`src/hdl/ecp_defs.vh`:
```
// Constants for the EEPROM configuration and protection block
`ifndef ECP_DEFS_VH
`define ECP_DEFS_VH

// ----------------------------------------------------------------
// Register byte offsets on the AXI4-Lite slave
// ----------------------------------------------------------------
`define ECP_OFF_ARRAY_CFG 6'h00
`define ECP_OFF_DIV_HIGH 6'h04
`define ECP_OFF_DIV_LOW 6'h08
`define ECP_OFF_NV_CFG 6'h0c
`define ECP_OFF_NV_DIV_HIGH 6'h10
`define ECP_OFF_NV_DIV_LOW 6'h14
`define ECP_OFF_SYS_CFG 6'h18
`define ECP_OFF_PE_REQ 6'h1c
`define ECP_OFF_PE_STATUS 6'h20

// ----------------------------------------------------------------
// Field positions
// ----------------------------------------------------------------
`define ECP_CFG_PERM_BIT 4
`define ECP_CFG_BP_HI 3
`define ECP_CFG_BP_LO 0
`define ECP_DIVH_SECURE_BIT 7
`define ECP_DIVH_VALUE_HI 2
`define ECP_REQ_ADDR_HI 15
`define ECP_REQ_DATA_LO 16
`define ECP_REQ_DATA_HI 23
`define ECP_REQ_MODE_LO 24
`define ECP_REQ_MODE_HI 25
`define ECP_SYS_CLKSEL_BIT 0

// ----------------------------------------------------------------
// Program/erase modes
// ----------------------------------------------------------------
`define ECP_MODE_PROGRAM 2'h0
`define ECP_MODE_BYTE_ERASE 2'h1
`define ECP_MODE_BLOCK_ERASE 2'h2
`define ECP_MODE_BULK_ERASE 2'h3

// ----------------------------------------------------------------
// Address map of the array and the nonvolatile cells
// ----------------------------------------------------------------
`define ECP_ARRAY_BASE_HI 7'h04
`define ECP_SECURE_LO 16'h08f0
`define ECP_SECURE_HI 16'h08ff
`define ECP_ADDR_NV_DIV_HIGH 16'hfe10
`define ECP_ADDR_NV_DIV_LOW 16'hfe11
`define ECP_ADDR_NV_CFG 16'hfe1c

// ----------------------------------------------------------------
// Values
// ----------------------------------------------------------------
`define ECP_ERASED_BYTE 8'hff
`define ECP_DIVH_UNIMPL_MASK 8'h87
`define ECP_CFG_IMPL_MASK 8'h1f
`define ECP_TIMEBASE_US 35
`define ECP_RESP_OKAY 2'h0
`define ECP_RESP_SLVERR 2'h2

`endif

```
`src/hdl/ecp_guard.v`:
```
// Program/erase permission check for one request
`timescale 1ns/1ps
`default_nettype none
`include "ecp_defs.vh"

module ecp_guard (
  // Request
  input wire [15:0] addr,
  input wire [1:0] mode,
  // Configuration in force
  input wire [3:0] block_protect_bits,
  input wire perm_armed,
  input wire div_secure,
  // Verdict
  output reg allowed
);

  wire in_array;
  wire in_secure;
  wire blk_prot;
  wire single;

  assign in_array = (addr[15:9] == `ECP_ARRAY_BASE_HI);
  assign in_secure = (addr >= `ECP_SECURE_LO) && (addr <= `ECP_SECURE_HI);
  assign blk_prot = block_protect_bits[addr[8:7]];
  assign single = (mode == `ECP_MODE_PROGRAM) || (mode == `ECP_MODE_BYTE_ERASE);

  // Unknown addresses are refused so nothing downstream moves
  always @*
  begin
    allowed = 1'b0;
    if (in_array)
    begin
      if (mode == `ECP_MODE_BULK_ERASE)
        allowed = ~perm_armed & ~(|block_protect_bits);
      else if (blk_prot)
        allowed = 1'b0;
      else if (perm_armed && (in_secure || !single))
        allowed = 1'b0;
      else
        allowed = 1'b1;
    end
    else if (addr == `ECP_ADDR_NV_CFG)
      allowed = single & ~perm_armed;
    else if ((addr == `ECP_ADDR_NV_DIV_HIGH) || (addr == `ECP_ADDR_NV_DIV_LOW))
      allowed = single & ~div_secure;
  end

endmodule
`default_nettype wire

```
`src/hdl/ecp_timebase.v`:
```
// Program/erase timebase divider
`timescale 1ns/1ps
`default_nettype none

module ecp_timebase #(
  parameter WIDTH = 16
) (
  // Clock and reset
  input wire aclk,
  input wire aresetn,
  // Reference selection
  input wire clk_select,
  input wire xtal_tick,
  input wire [WIDTH-1:0] divider,
  // Timebase enable out
  output reg tick
);

  reg [WIDTH-1:0] count_reg;
  wire ref_tick;

  // Crystal ticks or every bus cycle
  assign ref_tick = clk_select ? 1'b1 : xtal_tick;

  // Count reference ticks up to the divider; zero divider stops the timebase
  always @(posedge aclk)
  begin
    if (!aresetn)
    begin
      count_reg <= {WIDTH{1'b0}};
      tick <= 1'b0;
    end
    else
    begin
      tick <= 1'b0;
      if (divider == {WIDTH{1'b0}})
        count_reg <= {WIDTH{1'b0}};
      else if (ref_tick)
      begin
        if (count_reg >= divider - {{(WIDTH-1){1'b0}}, 1'b1})
        begin
          count_reg <= {WIDTH{1'b0}};
          tick <= 1'b1;
        end
        else
          count_reg <= count_reg + {{(WIDTH-1){1'b0}}, 1'b1};
      end
    end
  end

endmodule
`default_nettype wire

```
`src/hdl/ecp_top.v`:
```
// EEPROM configuration loading and program/erase protection with AXI4-Lite registers
// Operation
// - Each reset copies config cell and both divider cells into volatile copies.
// - Configuration in force comes from the volatile copies; the config cell itself can also arm permanent protection.
// - Timebase divides crystal or bus clock by the 11-bit divider.
// - Programming permanent-protect bit to 0 secures 08F0 to 08FF.
// - Armed: secured bytes never programmed or erased, still readable.
// - Armed: program and erase of the config cell refused forever.
// - Armed: block and bulk erase refused everywhere.
// - Armed: single-byte operations allowed outside secure area if unprotected.
// - Armed: config cell functions stay frozen.
// - Four 128-byte blocks, each protected while its bit is set.
// - Protect bits 0..3 cover 0800, 0880, 0900, 0980 blocks.
// - New protect bits act after reset or a read of the config cell.
// - Divider-secure bit 0 reloads 0 and freezes both divider cells.
// - While divider secure, writes to divider copies are ignored.
// - Erased cells read 1; programming drives 0.
`timescale 1ns/1ps
`default_nettype none
`include "ecp_defs.vh"

module ecp_top #(
  parameter DIV_WIDTH = 16
) (
  // Clock and reset
  input wire aclk,
  input wire aresetn,
  // Factory blank strobe for the nonvolatile cells, active low
  input wire nv_blank_n,
  // Crystal reference tick, one cycle per crystal period
  input wire crystal_reference_clock,
  // AXI4-Lite write address
  input wire [5:0] s_axi_awaddr,
  input wire s_axi_awvalid,
  output wire s_axi_awready,
  // AXI4-Lite write data
  input wire [31:0] s_axi_wdata,
  input wire [3:0] s_axi_wstrb,
  input wire s_axi_wvalid,
  output wire s_axi_wready,
  // AXI4-Lite write response
  output reg [1:0] s_axi_bresp,
  output reg s_axi_bvalid,
  input wire s_axi_bready,
  // AXI4-Lite read address
  input wire [5:0] s_axi_araddr,
  input wire s_axi_arvalid,
  output wire s_axi_arready,
  // AXI4-Lite read data
  output reg [31:0] s_axi_rdata,
  output reg [1:0] s_axi_rresp,
  output reg s_axi_rvalid,
  input wire s_axi_rready,
  // Granted request to the array sequencer
  output reg pe_go,
  output reg [15:0] pe_addr,
  output reg [7:0] pe_data,
  output reg [1:0] pe_mode,
  // Program/erase timebase enable
  output wire pe_tick
);

  // ----------------------------------------------------------------
  // State
  // ----------------------------------------------------------------
  // Nonvolatile cells: no bus reset, only the factory blank strobe
  reg [7:0] eeprom_config_nv_cell;
  reg [7:0] divider_nv_high;
  reg [7:0] divider_nv_low;
  // Volatile copies
  reg [7:0] array_config_copy;
  reg [7:0] divider_high_copy;
  reg [7:0] divider_low_copy;
  reg [7:0] system_config_two;
  reg last_allowed_reg;
  reg last_refused_reg;
  // Bus capture
  reg aw_have_reg;
  reg w_have_reg;
  reg [5:0] aw_addr_reg;
  reg [31:0] w_data_reg;
  reg [3:0] w_strb_reg;

  wire [DIV_WIDTH-1:0] timebase_divider_value;
  wire perm_armed;
  wire div_secure;
  wire do_write;
  wire rd_take;
  wire wr_lane0;
  wire req_write;
  wire [15:0] req_addr;
  wire [1:0] req_mode;
  wire [7:0] req_data;
  wire req_allowed;
  wire nv_read;

  // ----------------------------------------------------------------
  // Configuration in force
  // ----------------------------------------------------------------
  // Either the copy or a freshly programmed cell arms protection at once
  assign perm_armed = ~array_config_copy[`ECP_CFG_PERM_BIT]
    | ~eeprom_config_nv_cell[`ECP_CFG_PERM_BIT];
  assign div_secure = ~divider_high_copy[`ECP_DIVH_SECURE_BIT];
  // Unimplemented upper divider bits read as zero
  assign timebase_divider_value = {{(DIV_WIDTH-`ECP_DIVH_VALUE_HI-9){1'b0}},
    divider_high_copy[`ECP_DIVH_VALUE_HI:0], divider_low_copy};

  // ----------------------------------------------------------------
  // AXI4-Lite handshakes
  // ----------------------------------------------------------------
  // One write and one read in flight; new addresses wait for the response
  assign s_axi_awready = ~aw_have_reg & ~s_axi_bvalid;
  assign s_axi_wready = ~w_have_reg & ~s_axi_bvalid;
  assign s_axi_arready = ~s_axi_rvalid;
  assign do_write = aw_have_reg & w_have_reg & ~s_axi_bvalid;
  assign rd_take = s_axi_arvalid & s_axi_arready;
  assign wr_lane0 = do_write & w_strb_reg[0];

  // Request fields from the data word
  assign req_write = wr_lane0 && (aw_addr_reg == `ECP_OFF_PE_REQ);
  assign req_addr = w_data_reg[`ECP_REQ_ADDR_HI:0];
  assign req_data = w_data_reg[`ECP_REQ_DATA_HI:`ECP_REQ_DATA_LO];
  assign req_mode = w_data_reg[`ECP_REQ_MODE_HI:`ECP_REQ_MODE_LO];
  assign nv_read = rd_take && (s_axi_araddr == `ECP_OFF_NV_CFG);

  // Capture write address and data in either order
  always @(posedge aclk)
  begin
    if (!aresetn)
    begin
      aw_have_reg <= 1'b0;
      w_have_reg <= 1'b0;
      aw_addr_reg <= 6'h00;
      w_data_reg <= 32'h00000000;
      w_strb_reg <= 4'h0;
      s_axi_bvalid <= 1'b0;
      s_axi_bresp <= `ECP_RESP_OKAY;
    end
    else
    begin
      if (s_axi_awvalid && s_axi_awready)
      begin
        aw_have_reg <= 1'b1;
        aw_addr_reg <= s_axi_awaddr;
      end
      if (s_axi_wvalid && s_axi_wready)
      begin
        w_have_reg <= 1'b1;
        w_data_reg <= s_axi_wdata;
        w_strb_reg <= s_axi_wstrb;
      end
      if (do_write)
      begin
        aw_have_reg <= 1'b0;
        w_have_reg <= 1'b0;
        s_axi_bvalid <= 1'b1;
        case (aw_addr_reg)
          `ECP_OFF_DIV_HIGH, `ECP_OFF_DIV_LOW, `ECP_OFF_SYS_CFG, `ECP_OFF_PE_REQ,
          `ECP_OFF_ARRAY_CFG, `ECP_OFF_NV_CFG, `ECP_OFF_NV_DIV_HIGH,
          `ECP_OFF_NV_DIV_LOW, `ECP_OFF_PE_STATUS:
            s_axi_bresp <= `ECP_RESP_OKAY;
          default:
            s_axi_bresp <= `ECP_RESP_SLVERR;
        endcase
      end
      else if (s_axi_bvalid && s_axi_bready)
        s_axi_bvalid <= 1'b0;
    end
  end

  // ----------------------------------------------------------------
  // Read channel
  // ----------------------------------------------------------------
  // Read data registered one cycle after the address is taken
  always @(posedge aclk)
  begin
    if (!aresetn)
    begin
      s_axi_rvalid <= 1'b0;
      s_axi_rdata <= 32'h00000000;
      s_axi_rresp <= `ECP_RESP_OKAY;
    end
    else if (rd_take)
    begin
      s_axi_rvalid <= 1'b1;
      s_axi_rresp <= `ECP_RESP_OKAY;
      s_axi_rdata <= 32'h00000000;
      case (s_axi_araddr)
        `ECP_OFF_ARRAY_CFG:
          s_axi_rdata[7:0] <= array_config_copy;
        `ECP_OFF_DIV_HIGH:
          s_axi_rdata[7:0] <= divider_high_copy;
        `ECP_OFF_DIV_LOW:
          s_axi_rdata[7:0] <= divider_low_copy;
        `ECP_OFF_NV_CFG:
          s_axi_rdata[7:0] <= eeprom_config_nv_cell;
        `ECP_OFF_NV_DIV_HIGH:
          s_axi_rdata[7:0] <= divider_nv_high;
        `ECP_OFF_NV_DIV_LOW:
          s_axi_rdata[7:0] <= divider_nv_low;
        `ECP_OFF_SYS_CFG:
          s_axi_rdata[7:0] <= system_config_two;
        `ECP_OFF_PE_STATUS:
          s_axi_rdata[1:0] <= {last_refused_reg, last_allowed_reg};
        `ECP_OFF_PE_REQ:
          s_axi_rdata <= {6'h00, pe_mode, pe_data, pe_addr};
        default:
          s_axi_rresp <= `ECP_RESP_SLVERR;
      endcase
    end
    else if (s_axi_rvalid && s_axi_rready)
      s_axi_rvalid <= 1'b0;
  end

  // ----------------------------------------------------------------
  // Permission check
  // ----------------------------------------------------------------
  ecp_guard u_guard (
    .addr(req_addr),
    .mode(req_mode),
    .block_protect_bits(array_config_copy[`ECP_CFG_BP_HI:`ECP_CFG_BP_LO]),
    .perm_armed(perm_armed),
    .div_secure(div_secure),
    .allowed(req_allowed)
  );

  // ----------------------------------------------------------------
  // Nonvolatile cells
  // ----------------------------------------------------------------
  // Program clears bits only, erase returns to all ones; refused requests never land
  always @(posedge aclk)
  begin
    if (!nv_blank_n)
    begin
      eeprom_config_nv_cell <= `ECP_ERASED_BYTE;
      divider_nv_high <= `ECP_ERASED_BYTE;
      divider_nv_low <= `ECP_ERASED_BYTE;
    end
    else if (req_write && req_allowed)
    begin
      case (req_addr)
        `ECP_ADDR_NV_CFG:
          eeprom_config_nv_cell <= (req_mode == `ECP_MODE_PROGRAM)
            ? (eeprom_config_nv_cell & req_data) : `ECP_ERASED_BYTE;
        `ECP_ADDR_NV_DIV_HIGH:
          divider_nv_high <= (req_mode == `ECP_MODE_PROGRAM)
            ? (divider_nv_high & req_data) : `ECP_ERASED_BYTE;
        `ECP_ADDR_NV_DIV_LOW:
          divider_nv_low <= (req_mode == `ECP_MODE_PROGRAM)
            ? (divider_nv_low & req_data) : `ECP_ERASED_BYTE;
        default:
          eeprom_config_nv_cell <= eeprom_config_nv_cell;
      endcase
    end
  end

  // ----------------------------------------------------------------
  // Volatile copies
  // ----------------------------------------------------------------
  // Reset loads the cells; a read of the config cell refreshes the protect copy
  always @(posedge aclk)
  begin
    if (!aresetn)
    begin
      array_config_copy <= eeprom_config_nv_cell & `ECP_CFG_IMPL_MASK;
      divider_high_copy <= divider_nv_high & `ECP_DIVH_UNIMPL_MASK;
      divider_low_copy <= divider_nv_low;
      system_config_two <= 8'h00;
    end
    else
    begin
      if (nv_read)
        array_config_copy <= eeprom_config_nv_cell & `ECP_CFG_IMPL_MASK;
      // Secure divider copies hold their reset values against software
      if (wr_lane0 && (aw_addr_reg == `ECP_OFF_DIV_HIGH) && !div_secure)
        divider_high_copy <= w_data_reg[7:0] & `ECP_DIVH_UNIMPL_MASK;
      if (wr_lane0 && (aw_addr_reg == `ECP_OFF_DIV_LOW) && !div_secure)
        divider_low_copy <= w_data_reg[7:0];
      if (wr_lane0 && (aw_addr_reg == `ECP_OFF_SYS_CFG))
        system_config_two <= w_data_reg[7:0] & 8'h01;
    end
  end

  // ----------------------------------------------------------------
  // Request grant to the array sequencer
  // ----------------------------------------------------------------
  // Only granted requests reach the sequencer; status keeps the last verdict
  always @(posedge aclk)
  begin
    if (!aresetn)
    begin
      pe_go <= 1'b0;
      pe_addr <= 16'h0000;
      pe_data <= 8'h00;
      pe_mode <= `ECP_MODE_PROGRAM;
      last_allowed_reg <= 1'b0;
      last_refused_reg <= 1'b0;
    end
    else
    begin
      pe_go <= req_write & req_allowed;
      if (req_write)
      begin
        last_allowed_reg <= req_allowed;
        last_refused_reg <= ~req_allowed;
        if (req_allowed)
        begin
          pe_addr <= req_addr;
          pe_data <= req_data;
          pe_mode <= req_mode;
        end
      end
    end
  end

  // ----------------------------------------------------------------
  // Timebase
  // ----------------------------------------------------------------
  ecp_timebase #(
    .WIDTH(DIV_WIDTH)
  ) u_timebase (
    .aclk(aclk),
    .aresetn(aresetn),
    .clk_select(system_config_two[`ECP_SYS_CLKSEL_BIT]),
    .xtal_tick(crystal_reference_clock),
    .divider(timebase_divider_value),
    .tick(pe_tick)
  );

endmodule
`default_nettype wire

```
`config.mk`:
```
export PLATFORM = sky130hd
export DESIGN_NAME = ecp_top
export DESIGN_NICKNAME = d
export VERILOG_FILES = /design/src/hdl/ecp_guard.v /design/src/hdl/ecp_timebase.v /design/src/hdl/ecp_top.v
export VERILOG_INCLUDE_DIRS = /design/src /design/src/hdl
export SDC_FILE = /design/constraint.sdc
export NUM_CORES = 1
export LEC_CHECK = 0
export BUFFER_PORTS_ARGS = -buffer_cell sky130_fd_sc_hd__buf_2
export CORE_UTILIZATION = 50
export DETAILED_ROUTE_END_ITERATION = 7
export HOLD_SLACK_MARGIN = 0.08
export PLACE_DENSITY = 0.76
export SETUP_SLACK_MARGIN = 0.5
export SLEW_MARGIN = 20
export SYNTH_ARGS = -nofsm -noshare
export SYNTH_HDL_FRONTEND = slang
export SYNTH_SLANG_ARGS = --single-unit
```
`constraint.sdc`:
```
create_clock -name aclk -period 3.3 [get_ports aclk]
set_input_delay 0 -clock aclk [delete_from_list [all_inputs] [get_ports aclk]]
set_output_delay 0 -clock aclk [all_outputs]
set_load 0.01 [all_outputs]
```
==> results.sh <==
export IMPL_yosysTopAreaCell="dfxtp_1"
export IMPL_reg2reg_depth=11
export IMPL_p_int_uw=3210
export IMPL_grt_pass1_vias=5697
export IMPL_clk_latency_ns=0.43
export IMPL_drc=0
export IMPL_synth_flop_cell="dfxtp_1"
export IMPL_insertedDiodeCount=0
export IMPL_ys_seq_area_frac=0.477
export IMPL_p_comb_frac=0.085
export IMPL_drv_slew=0
export IMPL_hp_start="s_axi_arvalid"
export IMPL_max_freq_mhz=350
export IMPL_outcome="complete, no violations"
export IMPL_crit_path_start_kind="register"
export IMPL_tightest_slew_ns=0.845
export IMPL_hold_worst_slack_ns=0.154
export IMPL_hold_path_end="s_axi_rdata[5]$_SDFFE_PN0P_"
export IMPL_hold_violations=0
export IMPL_dp_hpwl_mm=11.9
export IMPL_mostFrequentLayoutCells="136 x dfxtp_1, 131 x nand2_1, 108 x buf_2"
export IMPL_critPathMaxFanout=8
export IMPL_routed_wl_mm=17.7
export IMPL_cts_clk_slew_worst_paths_ns=0.06
export IMPL_r2r_end="u_timebase.count_reg[10]$_SDFFE_PP0N_"
export IMPL_tritoncts="built"
export IMPL_ys_ff_latch=153
export IMPL_drive_gt1_frac=0.218
export IMPL_vias_per_cell=5.54
export IMPL_start_util=0.512
export IMPL_seqCellArea_mm2=0.00323
export IMPL_synth_top_area_frac=0.401
export IMPL_seqPwrFrac=0.468
export IMPL_syn2layout_area_growth_pct=27.1
export IMPL_grt_total_usage=0.261
export IMPL_pwr_share_clk=0.447
export IMPL_vias=6091
export IMPL_final_cells=1099
export IMPL_port_buffers=108
export IMPL_path_class="reg -> reg"
export IMPL_clock_sinks=153
export IMPL_ir_drop_v=0.000399
export IMPL_dr_first_iter_drc_count=490
export IMPL_cellPowerDensity_mw_per_mm2=495
export IMPL_fp_dieW_um=118
export IMPL_rr_startpoint="divider_low_copy[7]$_DFFE_PP_"
export IMPL_gp_congestion=0.865
export IMPL_finalClockSkew_ns=0.00996
export IMPL_grt_first_pass_wirelength_mm=28.8
export IMPL_ys_top_cells_by_area="dfxtp_1 40%, edfxtp_1 7.5%, nand2_1 7.3%"
export IMPL_overflow=0
export IMPL_grt_max_degree=69
export IMPL_netlist_instances=760
export IMPL_routed_wire_length_per_instance_um=16.1
export IMPL_mostFrequentLayoutCell="dfxtp_1"
export IMPL_avgSynthCellArea_um2=8.93
export IMPL_rrSetupSlack_ns=0.44
export IMPL_arrival_ns=3.22
export IMPL_min_path_cells=4
export IMPL_dr_pass1_iters=5
export IMPL_rows=42
export IMPL_fin_crit_sh=0.866
export IMPL_numCtsBuffers=17
export IMPL_hold_class="in -> reg"
export IMPL_placed_cells=1014
export IMPL_die_h_um=118
export IMPL_synth_warnings=0
export IMPL_setup_violations=0
export IMPL_nNetsFinal=986
export IMPL_antenna_left=0
export IMPL_root_buffer="clkbuf_16"
export IMPL_min_period_ns=2.86
export IMPL_die_area_mm2=0.0140
export IMPL_pin_count=126
export IMPL_switching_power_uw=1050
export IMPL_switching_share=0.247
export IMPL_setup_tns_ns=0
export IMPL_cts_htree_levels=4
export IMPL_rsz0062_at_grt="yes"
export IMPL_nFillCells=1060
export IMPL_cp_end_kind="register"
export IMPL_critPathRequiredTime_ns=3.67
export IMPL_netlist_area_mm2=0.00678
export IMPL_core_area_mm2=0.0132
export IMPL_p_leak_uw=0.00356
export IMPL_synth_edf_count=17
export IMPL_slew_headroom=0.422
export IMPL_synthArstFlopShare=0
export IMPL_grt_antenna_before_repair=0
export IMPL_cts_buffer_depth=2
export IMPL_multi_input_area_mm2=0.00339
export IMPL_synth_distinct_cells=70
export IMPL_maxCapViolations=0
==> per-stage QoR <==
| step | total power [µW] | util | setup slack [ns] | area, µm² |
|---|---|---|---|---|
| 5_1_grt | 4410 | 0.651 | 0.285 | 8620 |
| 6_report | 4260 | 0.651 | 0.442 | 8620 |
| 4_1_cts | 4260 | 0.645 | 0.501 | 8540 |
| 3_5_place_dp | 2340 | 0.563 | 0.168 | 7450 |
| 2_1_floorplan | 2230 | - | 0.526 | 6840 |
| 3_3_place_gp | 2330 | 0.563 | 0.253 | 7450 |
==> final cells by class <==
| cell class | instances | area share |
|---|---|---|
| flip-flops and latches | 153 | 0.375 |
| clock buffers | 19 | 0.0502 |
| inverters | 20 | 0.00871 |
| repair buffers | 171 | 0.131 |
| clock inverters | 13 | 0.0167 |
| multi-input cells | 547 | 0.393 |
| well taps | 176 | 0.0255 |
==> what timing repair did <==
| item | in CTS | in global routing |
|---|---|---|
| resized for setup | 6 | 11 |
| hold endpoints to repair | 74 | 0 |
| setup buffers | 6 | 5 |
| endpoints found under the setup margin | 17 | 17 |
| hold buffers | 42 | 0 |
| pin swaps | 2 | 11 |
==> synthesized netlist by cell type (3+ instances only) <==
cell type    n
mux2i_1     16
inv_1       19
mux2_2       7
nand2b_1     8
or4_1        3
a21o_1       3
buf_1        5
clkbuf_1    28
edfxtp_1    17
nor4_1       4
a21oi_1     43
nand3_1     31
a31oi_1      3
xnor2_1     13
o21ai_0     63
a211oi_1     3
nand2_1    132
a32oi_1      3
dfxtp_1    136
nor2b_1      4
ha_1        19
o211ai_1     5
nand4_1      9
o41ai_1      8
a22oi_1     24
xor2_1      11
buf_4       10
and2_1       5
mux4_2       3
and3_1       3
nor2_1      65
nor3_1      10
==> worst max-delay path by stage <==
stage,start,end,slack [ns],cells past startpoint
3_5_place_dp,divider_low_copy[6]$_DFFE_PP_,u_timebase.count_reg[13]$_SDFFE_PP0N_,0.17,9
2_1_floorplan,divider_low_copy[6]$_DFFE_PP_,u_timebase.count_reg[11]$_SDFFE_PP0N_,0.53,11
3_3_place_gp,divider_low_copy[6]$_DFFE_PP_,u_timebase.count_reg[10]$_SDFFE_PP0N_,0.25,9
4_1_cts,divider_low_copy[7]$_DFFE_PP_,u_timebase.count_reg[10]$_SDFFE_PP0N_,0.50,10
6_report,divider_low_copy[7]$_DFFE_PP_,u_timebase.count_reg[10]$_SDFFE_PP0N_,0.44,11
5_1_grt,divider_low_copy[7]$_DFFE_PP_,u_timebase.count_reg[5]$_SDFFE_PP0N_,0.28,10
==> power by group through the flow <==
stage | sequential, µW | clock, µW | combinational [µW]
floorplan | 2010 | 0 | 226
global placement | 2030 | 0 | 300
detailed placement | 2030 | 0 | 302
CTS | 1990 | 1920 | 350
global route | 2000 | 2010 | 398
finish | 2000 | 1910 | 363
==> per-layer routing <==
metal / vias up / global-route usage / part of all wire
met1: 2830 / 0.355 / 0.44
met4: 0 / 0.0744 / 0.015
met5: - / 0 / 0
met2: 267 / 0.412 / 0.46
li1: 2974 / - / -
met3: 20 / 0.0637 / 0.083
==> cell families after synthesis <==
group / count (synthesis) / synth area share
simple gates: 296 / 0.204
compound gates: 174 / 0.162
flops: 153 / 0.477
buf+inv: 67 / 0.0452
mux: 26 / 0.0452
xor+xnor: 24 / 0.0310
fa+ha+maj: 19 / 0.0350
other cells: 1 / 0.000553
==> worst max-delay path: stages (launching register included) <==
cell	delay, ns
edfxtp_1	0.39
or4_4	0.61
nor4_4	0.17
nand2b_1	0.16
buf_4	0.17
ha_1	0.30
a21o_1	0.19
a21o_1	0.18
a21oi_2	0.21
o221ai_4	0.15
buf_6	0.17
nor2_1	0.10
Note: power is estimated with default switching activity, not from simulation.
